--- config.mk ---
export PLATFORM = sky130hd
export DESIGN_NAME = xpc_ctrl
export DESIGN_NICKNAME = d
export VERILOG_FILES = /design/src/design/xpc_pkg.sv /design/src/design/xpc_tmr_if.sv /design/src/design/xpc_ctrl.sv /design/src/design/xpc_tmr.sv
export VERILOG_INCLUDE_DIRS = /design/src /design/src/design
export SDC_FILE = /design/constraint.sdc
export NUM_CORES = 1
export LEC_CHECK = 0
export BUFFER_PORTS_ARGS = -buffer_cell sky130_fd_sc_hd__buf_2
export CORE_MARGIN = 2
export CORE_UTILIZATION = 49
export CTS_BUF_LIST = sky130_fd_sc_hd__clkbuf_4 sky130_fd_sc_hd__clkbuf_8
export DETAILED_ROUTE_END_ITERATION = 7
export GPL_TIMING_DRIVEN = 0
export PLACE_DENSITY = 0.86
export SETUP_SLACK_MARGIN = 0.5
export SLEW_MARGIN = 20
export SYNTH_ARGS = -nofsm -noshare
export SYNTH_HDL_FRONTEND = slang
export SYNTH_SLANG_ARGS = --single-unit
--- constraint.sdc ---
create_clock -name ref_clk -period 2.1 [get_ports ref_clk]
set_input_delay 0.105 -clock ref_clk [delete_from_list [all_inputs] [get_ports ref_clk]]
set_output_delay 0.105 -clock ref_clk [all_outputs]
set_load 0.02 [all_outputs]
--- src/design/xpc_defs.svh ---
// Purpose: Constants for the crosspoint latch programming controller.
// Assumes: Clock ref_clk at 10 MHz; all times below are in nanoseconds.
// Notes:   Cycle counts are least times, rounded up, never below one.
//
// What this block does
// - Enable write routes output to selected input
// - Broadcast output address code is 10001
// - Never read back at broadcast address
// - Never use reserved output or input codes; an update is not checked and puts any output code on the address pins
`ifndef XPC_DEFS_SVH
`define XPC_DEFS_SVH

// ============================================================
// Address and data layout
// ============================================================
`define XPC_ADDR_W 5
`define XPC_DATA_W 7
`define XPC_SEL_W 6
`define XPC_EN_BIT 6
`define XPC_MAX_OUT 5'h10
`define XPC_BCAST 5'h11
`define XPC_MAX_IN 6'h20

// ============================================================
// Pin idle levels (all control pins are active low)
// ============================================================
`define XPC_PIN_IDLE 1'b1
`define XPC_PIN_ACT 1'b0

// ============================================================
// Timing
// ============================================================
`define XPC_CLK_NS 100
`define XPC_T_WP_NS 15
`define XPC_T_UW_NS 15
`define XPC_T_WHU_NS 10
`define XPC_T_RD_NS 30
`define XPC_T_TW_NS 15
`define XPC_T_DSW_NS 15
`define XPC_NS2CYC(t) \
    ((((t) + `XPC_CLK_NS - 1) / `XPC_CLK_NS) < 1 ? 1 : \
    (((t) + `XPC_CLK_NS - 1) / `XPC_CLK_NS))
`define XPC_CYC_WP `XPC_NS2CYC(`XPC_T_WP_NS)
`define XPC_CYC_UW `XPC_NS2CYC(`XPC_T_UW_NS)
`define XPC_CYC_WHU `XPC_NS2CYC(`XPC_T_WHU_NS)
`define XPC_CYC_RD `XPC_NS2CYC(`XPC_T_RD_NS)
`define XPC_CYC_TW `XPC_NS2CYC(`XPC_T_TW_NS)
`define XPC_CYC_DSW `XPC_NS2CYC(`XPC_T_DSW_NS)

`endif

--- src/design/xpc_pkg.sv ---
// Purpose: Types shared by the crosspoint controller files.
// Assumes: Nothing beyond the constants header.
// Notes:   Numbers live in xpc_defs.svh; only types are here.
package xpc_pkg;

    // ============================================================
    // Commands accepted on the user port
    // ============================================================
    typedef enum logic [2:0] {
        XPC_OP_WRITE = 3'b000,  // Load one first-rank word, or all of them at broadcast.
        XPC_OP_UPDATE = 3'b001, // Copy first rank to second rank.
        XPC_OP_WRUPD = 3'b010,  // Write straight through to second rank.
        XPC_OP_READ = 3'b011,   // Read back one second-rank word.
        XPC_OP_RESET = 3'b100   // Pulse the global output disable pin.
    } xpc_op_t;

    // ============================================================
    // Sequencer states
    // ============================================================
    typedef enum logic [2:0] {
        XPC_ST_IDLE = 3'b000,
        XPC_ST_SETUP = 3'b001,
        XPC_ST_STROBE = 3'b010,
        XPC_ST_HOLD = 3'b011,
        XPC_ST_RST = 3'b100
    } xpc_state_t;

endpackage

--- src/design/xpc_tmr_if.sv ---
// Purpose: Carries a cycle count request and its done flag.
// Assumes: One clock domain shared by both ends.
// Notes:   done is combinational in the timer.
`timescale 1ns/1ns
interface xpc_tmr_if;
    logic load;        // Start a new count this cycle.
    logic [7:0] count; // Number of cycles until done.
    logic done;        // High in the last counted cycle.

    modport ctrl (output load, output count, input done);
    modport tmr (input load, input count, output done);
endinterface

--- src/design/xpc_ctrl.sv ---
// Purpose: Drives the crosspoint latch programming pins from commands.
// Assumes: Device pins sampled synchronously to ref_clk at 10 MHz.
// Notes:   One command at a time; results return on the rsp port.
`timescale 1ns/1ns
`include "xpc_defs.svh"
module xpc_ctrl (
    // Clock, reset and enable
    input wire logic ref_clk,
    input wire logic resetn,
    input wire logic ce,
    // Command port
    input wire logic cmd_valid,
    output logic cmd_ready,
    input wire xpc_pkg::xpc_op_t cmd_op,
    input wire logic [4:0] cmd_addr,
    input wire logic [6:0] cmd_data,
    // Response port
    output logic rsp_valid,
    output logic rsp_err,
    output logic [6:0] rsp_data,
    // Device control pins, all active low, then the address pins
    output logic xp_cs_n,
    output logic xp_we_n,
    output logic second_rank_rd_n,
    output logic xp_update_n,
    output logic xp_reset_n,
    output logic [4:0] xp_addr,
    // Two-way data bus
    input wire logic [6:0] xp_d_i,
    output logic [6:0] xp_d_o,
    output logic xp_d_oe
);
    import xpc_pkg::*;

    // ============================================================
    // Declarations
    // ============================================================
    xpc_state_t state_q;   // Sequencer state.
    xpc_op_t op_q;         // Command being carried out.
    logic cs_n_q;          // Chip select pin.
    logic we_n_q;          // First rank write pin.
    logic rd_n_q;          // Readback pin.
    logic upd_n_q;         // Update pin.
    logic rst_n_q;         // Global output disable pin.
    logic [4:0] addr_q;    // Address pins.
    logic [6:0] dout_q;    // Data driven onto the bus.
    logic doe_q;           // Bus drive enable.
    logic rsp_valid_q;     // Response strobe.
    logic rsp_err_q;       // Response refused flag.
    logic [6:0] rsp_data_q; // Captured readback word.
    logic accept;          // Command offered while idle; taken only when ce is high.
    logic addr_bad;        // Output code is reserved.
    logic data_bad;        // Input code is reserved.
    logic cmd_bad;         // Command must be refused.
    logic is_write;        // Command drives the bus.
    logic [6:0] wdata;     // Word to place on the bus.

    xpc_tmr_if tmr_if ();

    xpc_tmr u_tmr (
        .ref_clk(ref_clk),
        .resetn(resetn),
        .ce(ce),
        .tmr(tmr_if.tmr)
    );

    // ============================================================
    // Command checks
    // ============================================================
    // Output codes above 16 other than broadcast are refused for reads and writes.
    assign addr_bad = (cmd_addr > `XPC_MAX_OUT)
                      && (cmd_addr != `XPC_BCAST);
    // An input code only matters when the enable bit is set.
    assign data_bad = cmd_data[`XPC_EN_BIT]
                      && (cmd_data[5:0] > `XPC_MAX_IN);
    assign is_write = (cmd_op == XPC_OP_WRITE)
                      || (cmd_op == XPC_OP_WRUPD);
    // Broadcast has no readback word, so such a read is refused.
    assign cmd_bad = (cmd_op == XPC_OP_READ)
                     ? (addr_bad || (cmd_addr == `XPC_BCAST))
                     : (is_write && (addr_bad || data_bad));
    // A disable write sends zeros in the select field.
    assign wdata = cmd_data[`XPC_EN_BIT] ? cmd_data
                   : {1'b0, 6'h00};
    assign accept = cmd_valid && (state_q == XPC_ST_IDLE);
    assign cmd_ready = (state_q == XPC_ST_IDLE);

    // ============================================================
    // Timer requests
    // ============================================================
    // Strobe widths are loaded on entry to the strobe, hold on exit.
    always_comb
    begin
        tmr_if.load = 1'b0;
        tmr_if.count = 8'h00;
        case (state_q)
            XPC_ST_IDLE:
            begin
                if (ce && accept && !cmd_bad && cmd_op == XPC_OP_RESET)
                begin
                    tmr_if.load = 1'b1;
                    tmr_if.count = 8'(`XPC_CYC_TW);
                end
                else if (ce && accept && !cmd_bad)
                begin
                    tmr_if.load = 1'b1;
                    tmr_if.count = 8'(`XPC_CYC_DSW);
                end
            end
            XPC_ST_SETUP:
            begin
                if (tmr_if.done)
                begin
                    tmr_if.load = 1'b1;
                    case (op_q)
                        XPC_OP_READ: tmr_if.count = 8'(`XPC_CYC_RD);
                        XPC_OP_WRITE: tmr_if.count = 8'(`XPC_CYC_WP);
                        default: tmr_if.count = 8'(`XPC_CYC_UW);
                    endcase
                end
            end
            XPC_ST_STROBE:
            begin
                if (tmr_if.done)
                begin
                    tmr_if.load = 1'b1;
                    tmr_if.count = 8'(`XPC_CYC_WHU);
                end
            end
            default:
            begin
                tmr_if.load = 1'b0;
            end
        endcase
    end

    // ============================================================
    // Sequencer
    // ============================================================
    // Every pin is a flip-flop so the device never sees glitches.
    always_ff @(posedge ref_clk)
    begin
        if (!resetn)
        begin
            state_q <= XPC_ST_IDLE;
            op_q <= XPC_OP_WRITE;
            cs_n_q <= `XPC_PIN_IDLE;
            we_n_q <= `XPC_PIN_IDLE;
            rd_n_q <= `XPC_PIN_IDLE;
            upd_n_q <= `XPC_PIN_IDLE;
            rst_n_q <= `XPC_PIN_IDLE;
            addr_q <= 5'h00;
            dout_q <= 7'h00;
            doe_q <= 1'b0;
            rsp_valid_q <= 1'b0;
            rsp_err_q <= 1'b0;
            rsp_data_q <= 7'h00;
        end
        else if (ce)
        begin
            rsp_valid_q <= 1'b0;
            case (state_q)
                XPC_ST_IDLE:
                begin
                    if (accept && cmd_bad)
                    begin
                        // Refused: no pin moves, error answer only.
                        rsp_valid_q <= 1'b1;
                        rsp_err_q <= 1'b1;
                    end
                    else if (accept && cmd_op == XPC_OP_RESET)
                    begin
                        // Reset needs no chip select.
                        op_q <= cmd_op;
                        rst_n_q <= `XPC_PIN_ACT;
                        state_q <= XPC_ST_RST;
                    end
                    else if (accept)
                    begin
                        // Select the chip and set address and data.
                        op_q <= cmd_op;
                        cs_n_q <= `XPC_PIN_ACT;
                        addr_q <= cmd_addr;
                        dout_q <= wdata;
                        doe_q <= is_write;
                        state_q <= XPC_ST_SETUP;
                    end
                end
                XPC_ST_SETUP:
                begin
                    if (tmr_if.done)
                    begin
                        // Pull the strobes that this command needs.
                        case (op_q)
                            XPC_OP_WRITE:
                                we_n_q <= `XPC_PIN_ACT;
                            XPC_OP_UPDATE:
                                upd_n_q <= `XPC_PIN_ACT;
                            XPC_OP_WRUPD:
                            begin
                                // Both low: word goes straight through.
                                we_n_q <= `XPC_PIN_ACT;
                                upd_n_q <= `XPC_PIN_ACT;
                            end
                            XPC_OP_READ:
                                rd_n_q <= `XPC_PIN_ACT;
                            default:
                                we_n_q <= `XPC_PIN_IDLE;
                        endcase
                        state_q <= XPC_ST_STROBE;
                    end
                end
                XPC_ST_STROBE:
                begin
                    if (tmr_if.done)
                    begin
                        // Data are sampled before readback is released.
                        if (op_q == XPC_OP_READ)
                            rsp_data_q <= xp_d_i;
                        we_n_q <= `XPC_PIN_IDLE;
                        rd_n_q <= `XPC_PIN_IDLE;
                        upd_n_q <= `XPC_PIN_IDLE;
                        state_q <= XPC_ST_HOLD;
                    end
                end
                XPC_ST_HOLD:
                begin
                    if (tmr_if.done)
                    begin
                        // Deselect only after the strobes are back high.
                        cs_n_q <= `XPC_PIN_IDLE;
                        doe_q <= 1'b0;
                        rsp_valid_q <= 1'b1;
                        rsp_err_q <= 1'b0;
                        state_q <= XPC_ST_IDLE;
                    end
                end
                XPC_ST_RST:
                begin
                    if (tmr_if.done)
                    begin
                        rst_n_q <= `XPC_PIN_IDLE;
                        rsp_valid_q <= 1'b1;
                        rsp_err_q <= 1'b0;
                        state_q <= XPC_ST_IDLE;
                    end
                end
                default:
                begin
                    state_q <= XPC_ST_IDLE;
                end
            endcase
        end
    end

    // ============================================================
    // Outputs
    // ============================================================
    // The bus is never driven during readback, which avoids fighting
    // the device's weak readback drivers.
    assign xp_cs_n = cs_n_q;
    assign xp_we_n = we_n_q;
    assign second_rank_rd_n = rd_n_q;
    assign xp_update_n = upd_n_q;
    assign xp_reset_n = rst_n_q;
    assign xp_addr = addr_q;
    assign xp_d_o = dout_q;
    assign xp_d_oe = doe_q;
    assign rsp_valid = rsp_valid_q;
    assign rsp_err = rsp_err_q;
    assign rsp_data = rsp_data_q;
endmodule

--- src/design/xpc_tmr.sv ---
// Purpose: Down counter that times strobe widths and setup gaps.
// Assumes: Synchronous active-low reset, clock enable freezes it.
// Notes:   A load of N raises done N cycles later, for one cycle.
`timescale 1ns/1ns
module xpc_tmr (
    // Clock, reset and enable
    input wire logic ref_clk,
    input wire logic resetn,
    input wire logic ce,
    // Count request
    xpc_tmr_if.tmr tmr
);
    import xpc_pkg::*;

    logic [7:0] cnt_q; // Remaining cycles, zero when idle.
    logic [7:0] cnt_d; // Next value of the count.

    // ============================================================
    // Count logic
    // ============================================================
    // Load wins over decrement so a back-to-back request is not lost.
    assign cnt_d = tmr.load ? tmr.count :
                   (cnt_q != 8'h00) ? cnt_q - 8'h01 : 8'h00;
    // Done looks at the count alone. The sequencer raises load from
    // done, so gating done by load would close a combinational loop.
    assign tmr.done = (cnt_q == 8'h01);

    // Count register, frozen while ce is low.
    always_ff @(posedge ref_clk)
    begin
        if (!resetn)
            cnt_q <= 8'h00;
        else if (ce)
            cnt_q <= cnt_d;
    end
endmodule

==> run summary, run 1 <==
The path with the worst hold slack has its endpoint at rsp_data[4]. For this block, the initial DRC count from the detailed router was 239. The routed layout has 2181 vias.

The tree is rooted in a sky130_fd_sc_hd__clkbuf_8. The run gives 0 ns as the total negative slack for setup checks. TritonCTS created 5 clock buffers. The wire length of the first global-routing pass is 9.01 mm, and the final cell area excluding filler cells is 2820 um2. The commonest cells after synthesis are 41 x sky130_fd_sc_hd__dfxtp_1, 22 x sky130_fd_sc_hd__nor2_1, 18 x sky130_fd_sc_hd__nand2_1. Synthesis instantiated 47 different standard cells from the library. For the count of fill cells added during filler insertion, the log shows 259. The run gives 0 as the detailed-route DRC error count.

The worst path in the final design needs a cycle of 1.95 ns, including I/O delays and setup. For the worst-skew pair, the clock arrives at the later sink with an insertion delay of 0.30 ns. The logs give 0 for the initial antenna violation count and 0 for the total global routing overflow. The flow ran to the end, and the final reports show no timing, DRC or antenna violations.

The buffer levels on the longest clock path is 2. The proportion of synthesized flip-flops having asynchronous set or reset is 0, and the highest net fanout along the worst path is 3. Leading register cell type out of synthesis: sky130_fd_sc_hd__dfxtp_1.

After clock tree synthesis, the clock-pin slew on the worst setup and hold paths is 0.08 ns. After detailed placement, the design holds a cell count of 334. At the pin with the least slew margin, the transition time is 0.704 ns. The fraction of layout instances using a drive strength above 1 is 0.413, and the post-synthesis instance area is 1980 um2. The overall power of the completed layout was 2.54 mW; the number of buffers added to fix hold violations after cts was 0. The area growth from synthesis to layout came out at 42.6%. For the share of the yosys chip area belonging to registers, the log shows 0.415.

The initialized floorplan defines 23 standard-cell rows. For this run, the number of Yosys warnings is 0. The aggregate routed wire length is 6.27 mm, and the synthesized instance count is 232. The logs give 0 for the number of nets still failing antenna checks after routing and 261 for the number of nets produced by synthesis. The tools report the starting utilization of the core area as 0.502. Cell with the most instances after synthesis: sky130_fd_sc_hd__dfxtp_1. The tools report the required time at the worst-slack endpoint as 2.28 ns. Measured along the x axis, the die boundary spans 67.6 um. The first-pass detailed-route iteration total was 5; the setup slack of the critical path after layout was 0.146 ns. Instance area at placement: 2350 um2. The tools report the remaining max-slew budget at the tightest pin as 0.531.

The critical path in this run is classified as reg2reg. The vias per cell is 6.02. The vertical die dimension was 67.6 um; the final RePlAce weighted congestion was 0.935. The run gives 2.14 ns as the arrival time at the worst endpoint.

TritonCTS built the clock tree. Timing analysis after detailed placement gives a worst setup slack of 0.00452 ns. The setup check on the worst reg-to-reg path leaves a slack of 0.15 ns. The number of inserted diodes came out at 0. The number of nets in the layout is 340, and the number of global-route vias before repair is 1946.

Once detailed placement completed, the half-perimeter wirelength came to 3.58 mm. The instance count along the most critical hold path is 3, and the number of clock sinks is 41. The run gives 14 as the maximum number of pins on one net before global-route repair. The region available for standard cell placement spans 3940 um2. The number of levels the H-tree was split into was 2; the number of port buffers was 52. The tools report the nature of the critical path startpoint as a register.

The startpoint identified for the worst register-to-register timing path is u_tmr.cnt_q[1]. The tools report the all-layer global routing usage as 0.261. Counting flops with a built-in enable in the synthesized netlist gives 0.

The run gives 0 as the hold violation count in the final report. The area share of the largest cell type after synthesis was 0.415. Ranked by total cell area, the synthesized netlist is headed by sky130_fd_sc_hd__dfxtp_1 41%, sky130_fd_sc_hd__mux2i_1 6.1%, sky130_fd_sc_hd__nand3_1 4.3%.

For the number of standard cells in the layout, taps in and fillers out, the log shows 362. STA classifies the critical path endpoint as a register. Measured in cells, the most critical reg-to-reg path has a length of 5. The min-delay analysis places its worst path in the category in2reg.

The leading area contributor after synthesis is sky130_fd_sc_hd__dfxtp_1. Setup repair after global routing could not meet its margin everywhere. The synthesis-stage register bit count was 41.

The floorplan step defined a die boundary enclosing 4560 um2. The share of the clock period used by the worst path after layout came out at 0.931. For this design the ratio of total power to cell area is 901 nW/um2. Average cell area after synthesis: 8.53 um2. The max-cap violation count was 0. The startpoint identified for the worst hold timing path is xp_d_i[4]. Maximum frequency from static timing analysis: 512 MHz. The capture point of the worst reg-to-reg path was u_tmr.cnt_q[7]. The clock arrives with 0.00300 ns of skew. After detailed routing, the average wire length per cell comes to 17.3 um.

The cell leakage power was 1.19 nW. The top-level port count is 54, and the final setup violation count is 0. Number of max-slew violations in the final report: 0. IR analysis of the VDD net gives a maximum drop of 0.551 mV.
[where the power goes]
part	internal (mW)	switching, mW
clock network	0.247	0.289
logic	0.488	0.587
registers	0.856	0.0766
[cells by family after synthesis]
logic type | Yosys count | share of synthesized area
adder cells (fa/ha/maj) | 3 | 0.0190
XOR/XNOR | 4 | 0.0177
buffers and inverters | 24 | 0.0512
AND/OR/NAND/NOR | 95 | 0.259
AO/OA/AOI/OAI | 53 | 0.178
flip-flops | 41 | 0.415
multiplexers | 12 | 0.0607
[layout make-up]
type                       count  area (um2)  share of cell area
multi-input combinational    167        1260               0.447
sequential                    41         836               0.296
timing repair buffer          72         433               0.153
buffer                        13        96.3              0.0341
clock buffer                   6        76.3              0.0270
tap                           50        62.6              0.0222
inverter                      11        41.3              0.0146
clock inverter                 2        15.0             0.00532
[critical path, cell delays in order (launching register included)]
cell and delay [ns]:
sky130_fd_sc_hd__dfxtp_2 0.34, sky130_fd_sc_hd__or4_4 0.55, sky130_fd_sc_hd__or3_4 0.39, sky130_fd_sc_hd__or2_0 0.25
sky130_fd_sc_hd__a41oi_2 0.20, sky130_fd_sc_hd__o22ai_1 0.10
[registers in the layout, indices dropped and copies added (netlist names)]
name	cells
xp_d_oe	1
rsp_err	1
op_q	3
xp_cs_n	1
xp_d_o	7
rsp_valid	1
xp_update_n	1
xp_reset_n	1
rsp_data	7
second_rank_rd_n	1
u_tmr.cnt_q	8
state_q	3
xp_addr	5
xp_we_n	1
[layer usage]
metal	track usage	up-vias	wire length, um
met5	0	-	0
met4	0.117	0	100
met3	0.0733	13	530
met2	0.422	113	3110
met1	0.322	1049	2530
li1	-	1006	-
[layout by cell type (no fill, tap or decap), types with 6 or more instances in the layout]
cell type                  synthesis  routed
sky130_fd_sc_hd__a21oi_1           8       7
sky130_fd_sc_hd__buf_2             3      52
sky130_fd_sc_hd__buf_4             0      14
sky130_fd_sc_hd__buf_6             1      11
sky130_fd_sc_hd__clkbuf_1          9       7
sky130_fd_sc_hd__clkbuf_8          0       6
sky130_fd_sc_hd__dfxtp_1          41      33
sky130_fd_sc_hd__dfxtp_2           0       6
sky130_fd_sc_hd__inv_1            11      11
sky130_fd_sc_hd__mux2i_1          12      12
sky130_fd_sc_hd__nand2_1          18      18
sky130_fd_sc_hd__nand3_1          17       8
sky130_fd_sc_hd__nand3_2           0       8
sky130_fd_sc_hd__nand4_1           8       8
sky130_fd_sc_hd__nor2_1           22      20
sky130_fd_sc_hd__o21ai_1           1      11
[worst max-delay path by stage]
stage | slack [ns] | cells past startpoint | from | to
CTS | 0.23 | 5 | u_tmr.cnt_q[1] | u_tmr.cnt_q[7]
finish | 0.15 | 5 | u_tmr.cnt_q[1] | u_tmr.cnt_q[7]
global route | 0.11 | 6 | u_tmr.cnt_q[4] | rsp_data[5]
detailed placement | 0.005 | 6 | cmd_data[1] | op_q[0]
floorplan | 0.21 | 7 | state_q[0] | xp_d_oe
global placement | 0.04 | 6 | cmd_data[1] | op_q[0]
[what timing repair did]
| item | in CTS | in global routing |
|---|---|---|
| buffers inserted | 12 | 6 |
| resized for setup | 40 | 19 |
| pin swaps | 30 | 12 |
| setup endpoints to repair | 37 | 42 |
| cloned | 2 | 0 |
[stage by stage]
stage               utilization  hold WS (ns)
floorplan                     -         0.235
CTS                       0.683        0.0345
global placement          0.596         0.335
detailed placement        0.596         0.350
finish                    0.716        0.0329
global route              0.716        0.0397
Power figures use the tool's default switching activity.
==> run 2, diff against run 1 <==
- PLACE_DENSITY: 0.86 -> 0.89
- clock period: 2.1 -> 1.7 ns (I/O delays scaled with it)
==> run 2 against run 1 <==
Net effect: the flow now finishes with violations (negative setup slack); clock power grew 60%; total power grew 47%; register-to-register slack lost 0.44 ns; die area is the same; worst hold slack lost 0.017 ns; critical path type unchanged.
==> run summary, run 2 (synthesis gave the netlist of run 1 again) <==
The detailed-route DRC error count was 0; the delay contributed by the slowest stage of the critical path was 0.52 ns. The area enclosed by the die boundary was 4560 um2; the aggregate routed wire length was 9.07 mm. The number of antenna diodes in the final layout is 0. For this run, the detailed router's first-pass iteration total came to 5. In this run the number of H-tree levels came out at 2.

Number of nets still failing antenna checks after routing: 0. STA classifies the critical path startpoint as a register. The hold violation count in the final report was 0; the share of the clock period used by the worst path after layout was 1.18. In the layout the commonest cells are 50 x sky130_fd_sc_hd__buf_2, 33 x sky130_fd_sc_hd__dfxtp_1, 22 x sky130_fd_sc_hd__buf_4. For the top-level port count, the log shows 54.

More flip-flops sit in one register than any other, and that register is u_tmr.cnt_q. The filler cells instantiated in the layout total 174. After legalization and detailed placement, the total HPWL measured 3.62 mm. The iteration-0 DRC count of the detailed router is 371.

The required time at the worst-slack endpoint is 1.88 ns. The area of the core is 3940 um2. Static timing analysis puts the maximum clock frequency at 500 MHz.

The sort of element at the end of the critical path is a register. For the worst-skew pair, the clock arrives at the later sink with an insertion delay of 0.31 ns. The final reports fail on negative setup slack. Setup total negative slack on the finished layout was measured at -4.38 ns. The cell area power density came out at 1210 nW/um2.

Traced cell by cell, the critical path runs through nor2b_1, nand2_1, or4_4, buf_8, mux2i_1, nor2_1. Maximum number of pins on one net before global-route repair: 14. Dividing the detail-routed wire length by the instance count gives 24.3 um. OpenSTA, run right after detailed placement, puts the worst setup slack at -0.379 ns.

The design draws 3.74 mW. Die span in x: 67.6 um. The number of flip-flops under the largest register name is 8, and the minimum clock period is 2.00 ns. The tools report the initial antenna violation count as 0. The final RePlAce weighted congestion came out at 0.907.

The remaining max-slew budget at the tightest pin came out at 0.492. The run gives 41 as the number of clock sinks. The number of buffers and inverters on the critical path was 1.

Summed over all cells, the static leakage comes to 1.30 nW. Number of port buffers: 52. Across all layers, the routed design uses 2558 vias. The run gives 23 as the number of standard-cell rows in the floorplan. The starting utilization of the core area was 0.502; the actual slew at the worst max-slew pin was 0.762 ns. For the number of CTS-inserted buffers, the log shows 5.

Among cell families on the critical path, the largest total delay comes from simple AND/OR/NAND/NOR gates. The tools report the final cell area excluding filler cells as 3100 um2. The all-layer global routing usage was 0.338; the clock input transition at the sequential cells of the worst setup and hold paths was 0.08 ns. The vertical die dimension was 67.6 um. Summing all placed instances gives a cell area of 2360 um2. Slowest cell on the critical path: sky130_fd_sc_hd__or4_4. Setup repair after global routing could not meet its margin everywhere. No sink is reached through more buffers than the 2 on the longest clock path. The flow ran to the end, but the final reports show violations. The final clock skew is 0.00770 ns, and the number of global-route vias before repair is 2308. The fraction of layout instances using a drive strength above 1 is 0.481, and the area growth from synthesis to layout is 56.7%. The first global-routing pass estimated 11.3 mm of wire.

The total overflow left after global routing is 0. The final setup violation count came out at 35. In this run the clock root is driven by a sky130_fd_sc_hd__clkbuf_8.

Number of buffers added to fix hold violations after cts: 0. After the last flow step, the layout net total stands at 352. The logs give 0.780 mV for the maximum ir drop on the vdd rail and 0 for the number of max-slew violations in the final report. Using the TritonRoute via totals, the vias-per-cell ratio works out to 6.84.

Max-cap violations in this run came to 0. The arrival time at the worst endpoint came out at 2.18 ns. By startpoint and endpoint, the worst setup path is classified as reg2reg. Leaving out fill and tap cells, the most frequent cell in the layout is sky130_fd_sc_hd__buf_2.

Hold is met by 0.0157 ns. Along the worst path, the maximum fanout reaches 7. The path class of the tightest hold or removal check is in2reg. Setup slack of the critical path after layout: -0.299 ns.

TritonCTS built the clock tree.
[run 2: layer usage]
layer  part of all wire  global-route usage  vias up
met5                  0                   0        -
met4              0.088               0.255        0
met3               0.13              0.0933       95
met2               0.45               0.563      296
met1               0.34               0.363     1143
li1                   -                   -     1024
[run 2: cell type report]
| cell class | instances | area [um2] | area share |
|---|---|---|---|
| inverters | 11 | 41.3 | 0.0133 |
| multi-input cells | 167 | 1380 | 0.445 |
| flip-flops and latches | 41 | 838 | 0.270 |
| repair buffers | 84 | 559 | 0.180 |
| plain buffers | 13 | 104 | 0.0335 |
| clock buffers | 6 | 76.3 | 0.0246 |
| clock inverters | 2 | 38.8 | 0.0125 |
| well taps | 50 | 62.6 | 0.0202 |
[run 2: tightest hold or removal path, delay by kind of cell]
kind	cells	cell delay, ns
buf+inv	1	0.08
mux	1	0.05
simple gates	1	0.07
[run 2: worst paths after layout]
check	cells after the start	slack, ns	to	startpoint
hold / removal	3	0.02	rsp_data[0]	xp_d_i[0]
setup / recovery	6	-0.30	rsp_data[2]	op_q[0]
setup reg to reg	6	-0.30	rsp_data[2]	op_q[0]
hold reg to reg	2	0.49	xp_addr[4]	xp_addr[4]
[run 2: power breakdown]
part | internal, mW | total, mW | switching, mW
sequential | 1.06 | 1.16 | 0.104
combinational | 0.816 | 1.72 | 0.902
clock | 0.458 | 0.858 | 0.400
[run 2: repair_timing]
item,in CTS,in global routing
hold endpoints to repair,0,0
resized for setup,63,25
endpoints found under the setup margin,42,42
cloned,2,0
pin swaps,29,12
buffers inserted,19,11
[run 2: per-stage QoR]
stage / instances / utilization
3_3_place_gp: 334 / 0.599
2_1_floorplan: 232 / -
4_1_cts: 363 / 0.728
5_1_grt: 374 / 0.787
3_5_place_dp: 334 / 0.599
6_report: 374 / 0.787
